===== config.mk =====
export PLATFORM = sky130hd
export DESIGN_NAME = irq_timer
export DESIGN_NICKNAME = d
export VERILOG_FILES = /design/src/core/irq_timer_pkg.sv /design/src/core/irq_timer.sv
export SDC_FILE = /design/constraint.sdc
export NUM_CORES = 1
export LEC_CHECK = 0
export BUFFER_PORTS_ARGS = -buffer_cell sky130_fd_sc_hd__buf_2
export CAP_MARGIN = 20
export CELL_PAD_IN_SITES_DETAIL_PLACEMENT = 1
export CELL_PAD_IN_SITES_GLOBAL_PLACEMENT = 1
export CORE_ASPECT_RATIO = 0.5
export CORE_MARGIN = 4
export CORE_UTILIZATION = 39
export CTS_CLUSTER_SIZE = 24
export DETAILED_ROUTE_END_ITERATION = 6
export PLACE_DENSITY = 0.74
export SYNTH_ARGS = -nofsm -noshare
export SYNTH_HDL_FRONTEND = slang
export SYNTH_SLANG_ARGS = --single-unit

===== constraint.sdc =====
create_clock -name clk -period 2.92 [get_ports clk]
set_clock_uncertainty 0.2 [all_clocks]
set_input_delay 0.438 -clock clk [delete_from_list [all_inputs] [get_ports clk]]
set_output_delay 0.438 -clock clk [all_outputs]
set_load 0.02 [all_outputs]

===== src/core/irq_timer_pkg.sv =====
// Constants and carrier types for the interrupt encoder and interval timer
package irq_timer_pkg;
    localparam int NUM_CNT = 5;
    localparam int CNT_W = 16;
    localparam int SEL_W = 3;
    localparam longint OSC_HZ = 64'd19660800;
    localparam longint OSC_DIV = 64'd4;
    localparam longint TIMER_HZ = OSC_HZ / OSC_DIV;
    localparam longint CLK_HZ = 64'd10000000;
    localparam int PHASE_W = 16;
    localparam logic [PHASE_W-1:0] PHASE_INC =
        PHASE_W'((TIMER_HZ * 64'd65536) / CLK_HZ);
    localparam logic [PHASE_W-1:0] PHASE_RST = 16'h0000;
    localparam logic [CNT_W-1:0] CNT_RST = 16'hffff;
    localparam logic [CNT_W-1:0] RELOAD_RST = 16'hffff;
    localparam logic [CNT_W-1:0] RDATA_RST = 16'h0000;
    localparam logic [SEL_W-1:0] SEL_RST = 3'h0;
    localparam logic [NUM_CNT-1:0] EN_RST = 5'h00;
    localparam logic [NUM_CNT-1:0] REQ_RST = 5'h00;
    localparam logic [2:0] PRIO_N_RST = 3'h7;
    localparam int CTL_SEL_LSB = 0;
    localparam int CTL_EN_BIT = 3;
    localparam int CTL_ACK_BIT = 4;
    localparam logic PORT_DATA = 1'b0;
    localparam logic PORT_CTRL = 1'b1;
    localparam int LVL7_CNT = 0;
    localparam logic [2:0] LVL_NONE = 3'h0;
    localparam logic [2:0] LVL_ERR1 = 3'h1;
    localparam logic [2:0] LVL_ERR2 = 3'h2;
    localparam logic [2:0] LVL_NET = 3'h3;
    localparam logic [2:0] LVL_ERR3 = 3'h3;
    localparam logic [2:0] LVL_VIDEO = 3'h4;
    localparam logic [2:0] LVL_TIMER5 = 3'h5;
    localparam logic [2:0] LVL_SERIAL = 3'h6;
    localparam logic [2:0] LVL_TIMER7 = 3'h7;

    typedef struct packed {
        logic rd_stb;
        logic wr_stb;
        logic a01;
        logic [CNT_W-1:0] wdata;
    } timer_bus_t;

    typedef struct packed {
        logic [2:0] error_logic_int_enables;
        logic video_request_n;
        logic net_request;
        logic serial_ctrl_request_n;
    } ext_irq_t;
endpackage : irq_timer_pkg


===== src/core/irq_timer.sv =====
// Interval timer with five counters and interrupt priority encoder
//
// Behaviour
// - The encoder takes the two timer levels, three error-logic enables, video and network requests.
// - The combined serial-controller request enters the encoder at level 6.
// - Three active-low lines carry the encoded level of the requester to the processor.
// - Level 7 is the top level and is never masked by the processor.
// - The timer holds five independent 16-bit counters.
// - The timer counts at 4.9152 MHz, the oscillator of 19.6608 MHz divided down.
// - Address bit A01 selects whether a timer access reaches the data port or the control port.
// - Timer reads are qualified by the read strobe and writes by the write strobe.
// - The timer gives one level 7 request and four level 5 requests.
`timescale 1ns/1ps
module irq_timer
    import irq_timer_pkg::*;
(
    input wire logic clk,
    input wire logic nrst,
    input wire logic ce,
    input wire timer_bus_t bus,
    input wire ext_irq_t ext,
    output logic [CNT_W-1:0] rd_data,
    output logic timer_level7_request,
    output logic [3:0] timer_level5_request,
    output logic [2:0] priority_level_n
);
    logic [PHASE_W-1:0] phase_r, phase_nxt;
    logic tick_r, tick_nxt;
    logic [CNT_W-1:0] cnt_r [NUM_CNT];
    logic [CNT_W-1:0] cnt_nxt [NUM_CNT];
    logic [CNT_W-1:0] reload_r [NUM_CNT];
    logic [CNT_W-1:0] reload_nxt [NUM_CNT];
    logic [NUM_CNT-1:0] en_r, en_nxt;
    logic [NUM_CNT-1:0] req_r, req_nxt;
    logic [SEL_W-1:0] sel_r, sel_nxt;
    logic [CNT_W-1:0] rdata_r, rdata_nxt;
    logic [2:0] prio_n_r, prio_n_nxt;
    logic [2:0] lvl_in;
    logic [CNT_W-1:0] sel_cnt;

    function automatic logic sel_ok(input logic [SEL_W-1:0] s);
        return s < SEL_W'(NUM_CNT);
    endfunction : sel_ok

    function automatic logic [2:0] max_lvl(input logic [2:0] a,
                                           input logic [2:0] b);
        return (a > b) ? a : b;
    endfunction : max_lvl

    // Timer tick from a phase accumulator
    always_comb begin
        {tick_nxt, phase_nxt} = {1'b0, phase_r} + {1'b0, PHASE_INC};
    end

    always_ff @(posedge clk or negedge nrst) begin
        if (!nrst) begin
            phase_r <= PHASE_RST;
            tick_r <= 1'b0;
        end else if (ce) begin
            phase_r <= phase_nxt;
            tick_r <= tick_nxt;
        end
    end

    assign sel_cnt = sel_ok(sel_r) ? cnt_r[sel_r] : RDATA_RST;

    // Counters, reloads, request flags and bus port
    always_comb begin
        en_nxt = en_r;
        sel_nxt = sel_r;
        rdata_nxt = rdata_r;
        req_nxt = req_r;
        for (int i = 0; i < NUM_CNT; i++) begin
            cnt_nxt[i] = cnt_r[i];
            reload_nxt[i] = reload_r[i];
        end
        if (bus.rd_stb) begin
            if (bus.a01 == PORT_DATA) begin
                rdata_nxt = sel_cnt;
            end else begin
                rdata_nxt = {8'h00, en_r, sel_r};
            end
        end
        if (bus.wr_stb) begin
            if (bus.a01 == PORT_DATA) begin
                if (sel_ok(sel_r)) begin
                    reload_nxt[sel_r] = bus.wdata;
                    cnt_nxt[sel_r] = bus.wdata;
                end
            end else begin
                sel_nxt = bus.wdata[CTL_SEL_LSB +: SEL_W];
                if (sel_ok(sel_nxt)) begin
                    en_nxt[sel_nxt] = bus.wdata[CTL_EN_BIT];
                    if (bus.wdata[CTL_ACK_BIT]) begin
                        req_nxt[sel_nxt] = 1'b0;
                    end
                end
            end
        end
        for (int i = 0; i < NUM_CNT; i++) begin
            if (tick_r && en_r[i]) begin
                if (cnt_r[i] == '0) begin
                    cnt_nxt[i] = reload_r[i];
                    req_nxt[i] = 1'b1;
                end else begin
                    cnt_nxt[i] = cnt_r[i] - 16'h0001;
                end
            end
        end
    end

    always_ff @(posedge clk or negedge nrst) begin
        if (!nrst) begin
            en_r <= EN_RST;
            sel_r <= SEL_RST;
            rdata_r <= RDATA_RST;
            req_r <= REQ_RST;
            for (int i = 0; i < NUM_CNT; i++) begin
                cnt_r[i] <= CNT_RST;
                reload_r[i] <= RELOAD_RST;
            end
        end else if (ce) begin
            en_r <= en_nxt;
            sel_r <= sel_nxt;
            rdata_r <= rdata_nxt;
            req_r <= req_nxt;
            for (int i = 0; i < NUM_CNT; i++) begin
                cnt_r[i] <= cnt_nxt[i];
                reload_r[i] <= reload_nxt[i];
            end
        end
    end

    // Priority encoder, no latching of inputs
    always_comb begin
        lvl_in = LVL_NONE;
        for (int i = 0; i < 3; i++) begin
            if (ext.error_logic_int_enables[i]) begin
                lvl_in = max_lvl(lvl_in, LVL_ERR1 + 3'(i));
            end
        end
        if (ext.net_request) begin
            lvl_in = max_lvl(lvl_in, LVL_NET);
        end
        if (!ext.video_request_n) begin
            lvl_in = max_lvl(lvl_in, LVL_VIDEO);
        end
        if (|req_r[NUM_CNT-1:1]) begin
            lvl_in = max_lvl(lvl_in, LVL_TIMER5);
        end
        if (!ext.serial_ctrl_request_n) begin
            lvl_in = max_lvl(lvl_in, LVL_SERIAL);
        end
        if (req_r[LVL7_CNT]) begin
            lvl_in = LVL_TIMER7;
        end
        prio_n_nxt = ~lvl_in;
    end

    always_ff @(posedge clk or negedge nrst) begin
        if (!nrst) begin
            prio_n_r <= PRIO_N_RST;
        end else if (ce) begin
            prio_n_r <= prio_n_nxt;
        end
    end

    assign rd_data = rdata_r;
    assign timer_level7_request = req_r[LVL7_CNT];
    assign timer_level5_request = req_r[NUM_CNT-1:1];
    assign priority_level_n = prio_n_r;

    logic quiet_in;
    assign quiet_in = !(|req_r) && !(|ext.error_logic_int_enables) &&
        ext.video_request_n && !ext.net_request && ext.serial_ctrl_request_n;
endmodule : irq_timer


# Word-level counts from Yosys, hierarchy flattened
# Index checks and enable logic that the tools add are counted.
[classes]
n_addsub = 6
multipliers = 0
div_mod_pow = 0
n_lt_le_gt_ge = 12
eq_ne = 5
shifts = 0
muxes = 53
bitwise = 5
n_reduce_logical = 32
[ops]
columns = ["op", "count"]
rows = [
  ["two-way mux 16 bit", 15],
  ["two-way mux 80 bit", 3],
  ["bitwise mux 80 bit", 2],
  ["logical NOT 16 bit", 5],
  ["subtractor 16 x 1 -> 16 bit (second input constant)", 5],
  ["binary-select mux 16 bit (select 3 bit)", 1],
  ["demux 16 bit (select 3 bit)", 1],
  ["two-way mux 3 bit", 11],
  ["AND reduction 4 bit", 7],
  ["two-way mux 5 bit", 4],
  ["nonzero test 2 bit", 10],
  ["adder 16 x 15 -> 17 bit (second input constant)", 1],
  ["two-way mux 1 bit", 12],
  ["!= test 2 x 1 -> 1 bit (second input constant)", 5],
  ["> comparator 3 bit (second input constant)", 3],
  ["logical AND 1 bit", 7],
  ["> comparator 3 x 2 -> 1 bit (second input constant)", 2],
  ["< comparator 3 bit (second input constant)", 2],
  ["bitwise AND 5 bit", 1],
  ["bitwise mux 5 bit", 1],
  ["inverter 5 bit", 1],
  ["greater-or-equal comparator 4 bit (second input constant)", 1],
  ["< comparator 3 x 4 -> 1 bit (second input constant)", 1],
  ["< comparator 4 x 1 -> 1 bit (second input constant)", 1],
  ["other kinds (10)", 11],
]
[totals]
register_bits = 209
latch_bits = 0
ramBits = 0
romBits = 0
in_bits = 28
out_inout_bits = 24
wordCells = 130
n_memories = 0

# Logic depth before layout (Yosys ltp)
# Gate-level depths: netlist of run 1.
[depth]
ltp_word = 21
mapped_depth = 10
ltp_nobuf = 7

# Worst setup path before layout of run 1
# OpenSTA, ideal clock, no wires.
[synth_timing]
path_kind = "reg-to-reg"
startpoint = "reg cnt_r[16] in the netlist's numbering"
endpoint = "reg cnt_r[27] in the netlist's numbering"
setup_ns = 0.082
arrival_time_ns = 2.211
required_time_ns = 2.638
path_slack_ns = 0.428
path_stages_with_launch = 10
n_path_buf = 2
period_less_slack_ns = 2.492
path_cell_list = "dfstp_2 inv_1 ha_1 or4b_2 or4_4 buf_6 buf_6 o21ai_1 a21oi_1 a211o_1"
[synth_between]
elab_chain_cells = 3
word_cells_on_any_way = 4
cone_classes = "add/sub: 1; mux: 2; reduce/logical: 1"
[synth_rtl]
columns = ["element", "line", "rtl"]
rows = [
  ["start: declaration", "irq_timer.sv:29", "logic [CNT_W-1:0] cnt_r [NUM_CNT];"],
  ["start signal: indexed assignment", "irq_timer.sv:128", "cnt_r[i] <= cnt_nxt[i];"],
  ["subtractor 16 x 1 -> 16 bit or logical NOT 16 bit (tied branches)", "irq_timer.sv:106, irq_timer.sv:102", ""],
  ["two-way mux 16 bit (*)", "irq_timer.sv:102", "if (cnt_r[i] == '0) begin"],
  ["two-way mux 16 bit (*)", "irq_timer.sv:101", "if (tick_r && en_r[i]) begin"],
]
# Mark *: on every way between the ends. The rest lies on a longest branch, timed or not.
# A chain may end at the register's enable or synchronous reset.

# Final worst setup path of run 1
[layout_timing]
startpoint = "reg cnt_r[17] in the netlist's numbering"
endpoint = "reg cnt_r[24] in the netlist's numbering"
# Same word-level chain as after synthesis.

==> metrics.md, run 1 <==
| Metric | Value |
|---|---|
| WL/cell | 24.9 um |
| P&R area growth vs syn | 13.7% |
| Setup CP Type | reg -> reg |
| Ranking of synthesized cells by area | dfstp_2 35%, dfrtp_1 9.0%, mux2_2 7.1% |
| CP Launch Type | register |
| # placed instances | 1713 |
| Worst-case clock buffer depth | 3 |
| Hold Crit Depth | 4 |
| DR pass1 iterations | 5 |
| Nets | 1356 |
| Grt ovf | 0 |
| Via/cell ratio | 6.16 |
| Cell area after placement | 13100 um^2 |
| Sw Share | 0.389 |
| Port-buffer cells | 51 |
| Reg2Reg Depth | 7 |
| Reg2reg setup slack | 0.15 ns |
| Final Power | 0.0141 W |
| Worst Hold Class | in -> reg |
| Synthesized flop and latch total | 207 |
| Clock power frac | 0.207 |
| Asr flop ratio synth | 1.00 |
| Drt total wl | 43700 um |
| Power share of the sequential group | 0.453 |
| Post_cts resized | 0 |
| Outcome | finished clean |
| Cell area after layout | 13900 um^2 |
| Syn nets | 1314 |
| Final WS setup | 0.148 ns |
| Dpl hpwl | 30200 um |
| Worst rel slew slack | 0.304 |
| Ys flop type | dfstp_2 |
| Gpl congestion | 0.924 |
| Global-route wire length before repair | 67200 um |
| Largest net degree at the start of global routing | 64 |
| Number of H-tree levels | 1 |
| Combinational share of power | 0.341 |
| Clock Root Buffer | clkbuf_16 |
| Peak supply drop | 0.378 mV |
| Die height | 133 um |
| NetSw | 0.00547 W |
| Cell Rows | 45 |
| Initial antenna violation count | 1 |
| Number of flops mapped to enable cells by yosys | 0 |
| Number of global-route vias before repair | 11300 |
| Mapped cell area | 12200 um^2 |
| Total CTS buffers | 22 |
| Final Slew Violations | 0 |
| DRT iter0 DRCs | 1021 |
| Final ANT Viol Nets | 0 |
| CTS tree | built |
| Yosys warnings | 0 |
| Hold Vio Cnt, Final | 0 |
| P_int | 0.00859 W |
| Core ar. | 30600 um^2 |
| CP endpoint kind | register |
| Worst-Margin Slew | 1.04 ns |
| Clk Latency, worst-skew pair | 0.53 ns |
| Post-synthesis sequential area ratio | 0.441 |
| Critical path arrival | 3.02 ns |
| Clock Sink Count | 207 |
| Clk slew on worst S/H paths | 0.06 ns |
| Via count | 10800 |
| Top-count cell post-synth | dfstp_2 |
| Fmax | 361 MHz |
| Overall Global Routing Usage | 0.248 |
| Die width | 258 um |
| Power density cells | 1010 nW/um^2 |
| # IOs | 52 |
| DRC viols | 0 |
| Yosys top cell area share | 0.351 |
| Syn Inst Count | 1275 |
| RSZ-0062 raised after global routing | false |
| WP data required | 3.17 ns |
| Period utilisation layout | 0.949 |
| Finished Layout Cells | 1756 |
| Die ar. | 34400 um^2 |
| Average size of a mapped cell | 9.58 um^2 |
| Synth area leader | dfstp_2 |
| Dpl ws | 0.190 ns |
| Layout cells sized above 1 | 0.314 |
| CP max FO | 33 |
| Setup violators final | 0 |
| Max cap viols | 0 |
| Post-CTS Hold Fix Bufs | 2 |
| Tmin final | 2.77 ns |
| Ant. Diodes | 0 |
| Post-CTS setup buffers | 0 |
| List of most frequent post-synthesis cells | 163 x dfstp_2, 144 x nand2_1, 98 x a21oi_1 |
| Setup TNS Final | 0 ns |
| Starting Density | 0.399 |
| Synth unique cells | 77 |
| Pleak | 5.65 nW |
==> per-layer routing <==
layer / share of wire / vias to the layer above / GRT usage
met3: 0.082 / 104 / 0.0659
met5: 0.00030 / - / 0
li1: - / 4770 / -
met1: 0.44 / 5558 / 0.341
met4: 0.034 / 2 / 0.0817
met2: 0.45 / 380 / 0.384
==> critical path: stages, from the launching register on <==
cell and delay, ns:
dfstp_2 0.38, inv_1 0.09, ha_1 0.15, or4b_2 0.61
or4_4 0.66, o221a_2 0.35, o22ai_1 0.16, a21oi_1 0.10
==> layout by cell type (no fill, tap or decap), types with 22 or more instances in the layout <==
| cell type | count |
|---|---|
| xnor2_1 | 40 |
| buf_2 | 50 |
| inv_1 | 22 |
| o22ai_1 | 24 |
| buf_4 | 56 |
| mux2_2 | 77 |
| o21ai_0 | 56 |
| dfrtp_1 | 44 |
| nor2_1 | 83 |
| dfstp_2 | 163 |
| clkbuf_16 | 23 |
| nand3_1 | 41 |
| mux2i_1 | 33 |
| a31oi_1 | 22 |
| nor3_1 | 33 |
| a21oi_1 | 98 |
| nand2_1 | 144 |
==> power by group through the flow <==
| stage | Sequential, W | Clock [W] | Combinational [W] |
|---|---|---|---|
| after floorplan | 0.00553 | 0 | 0.00353 |
| after global placement | 0.00623 | 0 | 0.00448 |
| after detailed placement | 0.00632 | 0 | 0.00470 |
| after CTS | 0.00629 | 0.00296 | 0.00475 |
| after global routing | 0.00649 | 0.00309 | 0.00524 |
| final | 0.00636 | 0.00291 | 0.00479 |
==> flip-flops by register name (all words and copies together) (netlist names) <==
register,count
cnt_r,80
en_r,5
phase_r,14
priority_level_n,3
rd_data,16
reload_r,80
req_r,5
sel_r,3
tick_r,1
==> final cells by class <==
type,count,area [um^2]
clock buffer,37,688
clock inverter,3,40.0
fill,3420,16700
inverter,22,82.6
multi-input combinational,950,6380
sequential,207,5380
tap,423,529
timing repair buffer,114,790
==> path summary, 6_finish.rpt <==
check,start,to
worst max-delay path,cnt_r[17],cnt_r[24]
min in group asynchronous,nrst,cnt_r[46]
worst min-delay path,ext[4],priority_level_n[1]
max in group asynchronous,nrst,reload_r[13]
worst max register to register,cnt_r[17],cnt_r[24]
worst min register to register,reload_r[3],reload_r[3]
==> cells by family (layout without fill, tap and decap cells) <==
| family | count (synthesis) | count (layout) | synth area share |
|---|---|---|---|
| AND/OR/NAND/NOR | 429 | 429 | 0.174 |
| XOR/XNOR | 55 | 55 | 0.0394 |
| AO/OA/AOI/OAI | 334 | 334 | 0.177 |
| buffers and inverters | 118 | 176 | 0.0389 |
| flip-flops | 207 | 207 | 0.441 |
| multiplexers | 121 | 121 | 0.118 |
| adder cells (fa/ha/maj) | 11 | 11 | 0.0113 |
==> metrics by stage <==
stage	hold WS, ns	util
floorplan	-0.0576	-
global placement	0.243	0.430
detailed placement	0.248	0.430
CTS	0.00987	0.454
global route	0.0296	0.454
finish	0.0100	0.454
Note: power is estimated with default switching activity, not from simulation.
==> run 2, diff against run 1 <==
--- a/config.mk
+++ b/config.mk
@@ -11,10 +11,10 @@
 export CELL_PAD_IN_SITES_GLOBAL_PLACEMENT = 1
 export CORE_ASPECT_RATIO = 0.5
 export CORE_MARGIN = 4
-export CORE_UTILIZATION = 39
+export CORE_UTILIZATION = 45
 export CTS_CLUSTER_SIZE = 24
 export DETAILED_ROUTE_END_ITERATION = 6
-export PLACE_DENSITY = 0.74
+export PLACE_DENSITY = 0.83
 export SYNTH_ARGS = -nofsm -noshare
 export SYNTH_HDL_FRONTEND = slang
 export SYNTH_SLANG_ARGS = --single-unit
==> constraint.sdc (replaced) <==
create_clock -name clk -period 2.92 [get_ports clk]
set_clock_uncertainty 0.2 [all_clocks]
set_input_delay 0.438 -clock clk [delete_from_list [all_inputs] [get_ports clk]]
set_output_delay 0.438 -clock clk [all_outputs]
set_load 0.01 [all_outputs]
==> run 2 against run 1 <==
Utilization rose by 6.8 points. Maximum frequency rose by 1.3%. Flip-flop and latch count did not move. Count of clock-buffer cells in the layout fell by 4. Critical path type unchanged.
==> metrics.md, run 2 (synthesis results as in run 1) <==
| Metric | Value |
|---|---|
| Outcome | finished clean |
| Most frequent cells in the layout | 163 x dfstp_2, 144 x nand2_1, 98 x a21oi_1 |
| Drt total wl | 44500 um |
| Reg2reg setup slack | 0.18 ns |
| CTS tree | built |
| CP cell instances | inv_1, ha_1, or4b_2, or4_4, mux2_2, a22oi_1, o21ai_1 |
| WL/cell | 26.4 um |
| Die height | 124 um |
| Ant. Diodes | 0 |
| Total CTS buffers | 22 |
| Peak supply drop | 0.496 mV |
| Worst-Margin Slew | 1.12 ns |
| Slowest Stage Delay on Critical Path | 0.64 ns |
| Setup TNS Final | 0 ns |
| Power density cells | 1030 nW/um^2 |
| Die ar. | 30000 um^2 |
| Critical path arrival | 2.99 ns |
| Setup CP Type | reg -> reg |
| Final WS setup | 0.183 ns |
| Dpl hpwl | 30800 um |
| Commonest non-fill, non-tap cell in the layout | dfstp_2 |
| NetSw | 0.00554 W |
| Clock Sink Count | 207 |
| P&R area growth vs syn | 13.8% |
| Worst-case clock buffer depth | 3 |
| # placed instances | 1644 |
| P_int | 0.00878 W |
| Overall Global Routing Usage | 0.295 |
| Port-buffer cells | 51 |
| Starting Density | 0.459 |
| Nets | 1359 |
| Clk slew on worst S/H paths | 0.07 ns |
| DR pass1 iterations | 5 |
| Worst rel slew slack | 0.251 |
| Worst path slowest cell | or4_4 |
| Power share of the sequential group | 0.455 |
| Via count | 11200 |
| Top routing layer in use | met4 |
| Clock power frac | 0.218 |
| Period utilisation layout | 0.937 |
| Fmax | 365 MHz |
| Tmin final | 2.74 ns |
| Met2 WL | 20000 um |
| Setup violators final | 0 |
| Post_cts resized | 0 |
| Largest net degree at the start of global routing | 58 |
| RSZ-0062 raised after global routing | false |
| Cell Rows | 42 |
| Layout cells sized above 1 | 0.319 |
| Reg2Reg Depth | 7 |
| DRT iter0 DRCs | 1068 |
| CP Launch Type | register |
| Final ANT Viol Nets | 0 |
| Number of H-tree levels | 1 |
| Clk Latency, worst-skew pair | 0.53 ns |
| Gpl congestion | 0.942 |
| Post-Route Utilization | 0.523 |
| Grt ovf | 0 |
| Routed wl met3 | 3920 um |
| Die width | 241 um |
| Final Slew Violations | 0 |
| WP data required | 3.17 ns |
| CP endpoint kind | register |
| Final Power | 0.0143 W |
| CP max FO | 33 |
| Via/cell ratio | 6.61 |
| DRC viols | 0 |
| # IOs | 52 |
| R2r startpoint | cnt_r[16] |
| Global-route wire length before repair | 69400 um |
| Fillers | 2997 |
| Initial antenna violation count | 0 |
| DRT met1 WL | 18700 um |
| Worst Hold Class | in -> async |
| Number of global-route vias before repair | 11700 |
| Pleak | 5.71 nW |
| Worst R2R End | cnt_r[23] |
| Finished Layout Cells | 1688 |
| Sw Share | 0.387 |
| Core ar. | 26600 um^2 |
| Max cap viols | 0 |
| Combinational share of power | 0.327 |
| Dpl ws | 0.223 ns |
| Hold Vio Cnt, Final | 0 |
| Clock Root Buffer | clkbuf_16 |
## run 2: cell count changes in the layout (fill, tap and decap cells not counted), sizes merged
cell	change
clkbuf	-5
buf	+2
clkinv	+2
dlygate4sd3	+2
bufinv	+1
clkinvlp	+1
## run 2: per-stage QoR
step | instance area [um^2] | hold slack [ns]
global route | 13900 | 0.0283
detailed placement | 13100 | 0.248
global placement | 13100 | 0.244
CTS | 13900 | 0.00880
floorplan | 12200 | -0.0576
finish | 13900 | 0.0101
## run 2: power by group through the flow
stage,Clock (W),Sequential (W),Combinational (W)
floorplan,0,0.00549,0.00353
global placement,0,0.00632,0.00431
detailed placement,0,0.00642,0.00458
CTS,0.00317,0.00641,0.00465
global route,0.00330,0.00662,0.00516
finish,0.00312,0.00652,0.00468
## run 2: worst max-delay path, delay by kind of cell, from the launching register on
family          cells  cell delay (ns)
compound gates      2             0.25
fa+ha+maj           1             0.14
buf+inv             1             0.09
flops               1             0.40
mux                 1             0.34
simple gates        2             1.23
## run 2: layout make-up
type / instances / area (um^2) / area share
timing repair buffer: 117 / 807 / 0.0581
tap: 352 / 440 / 0.0317
multi-input combinational: 950 / 6380 / 0.459
clock buffer: 33 / 716 / 0.0515
sequential: 207 / 5380 / 0.387
inverter: 22 / 82.6 / 0.00594
clock inverter: 7 / 91.3 / 0.00657
## run 2: worst max-delay path by stage
| stage | to | from |
|---|---|---|
| final | cnt_r[23] | cnt_r[16] |
| after global placement | cnt_r[23] | cnt_r[17] |
| after global routing | cnt_r[34] | cnt_r[33] |
| after CTS | cnt_r[31] | cnt_r[16] |
| after detailed placement | cnt_r[31] | cnt_r[16] |
| after floorplan | cnt_r[27] | cnt_r[16] |
## run 2: timing repair
action,CTS,global route
endpoints found under the hold margin,2,0
hold buffers,4,0
setup buffers,0,0
## run 2: layer usage
metal	global-route usage	vias up
li1	-	4767
met1	0.396	5778
met2	0.450	490
met3	0.0836	116
met4	0.116	0
met5	0.00168	-
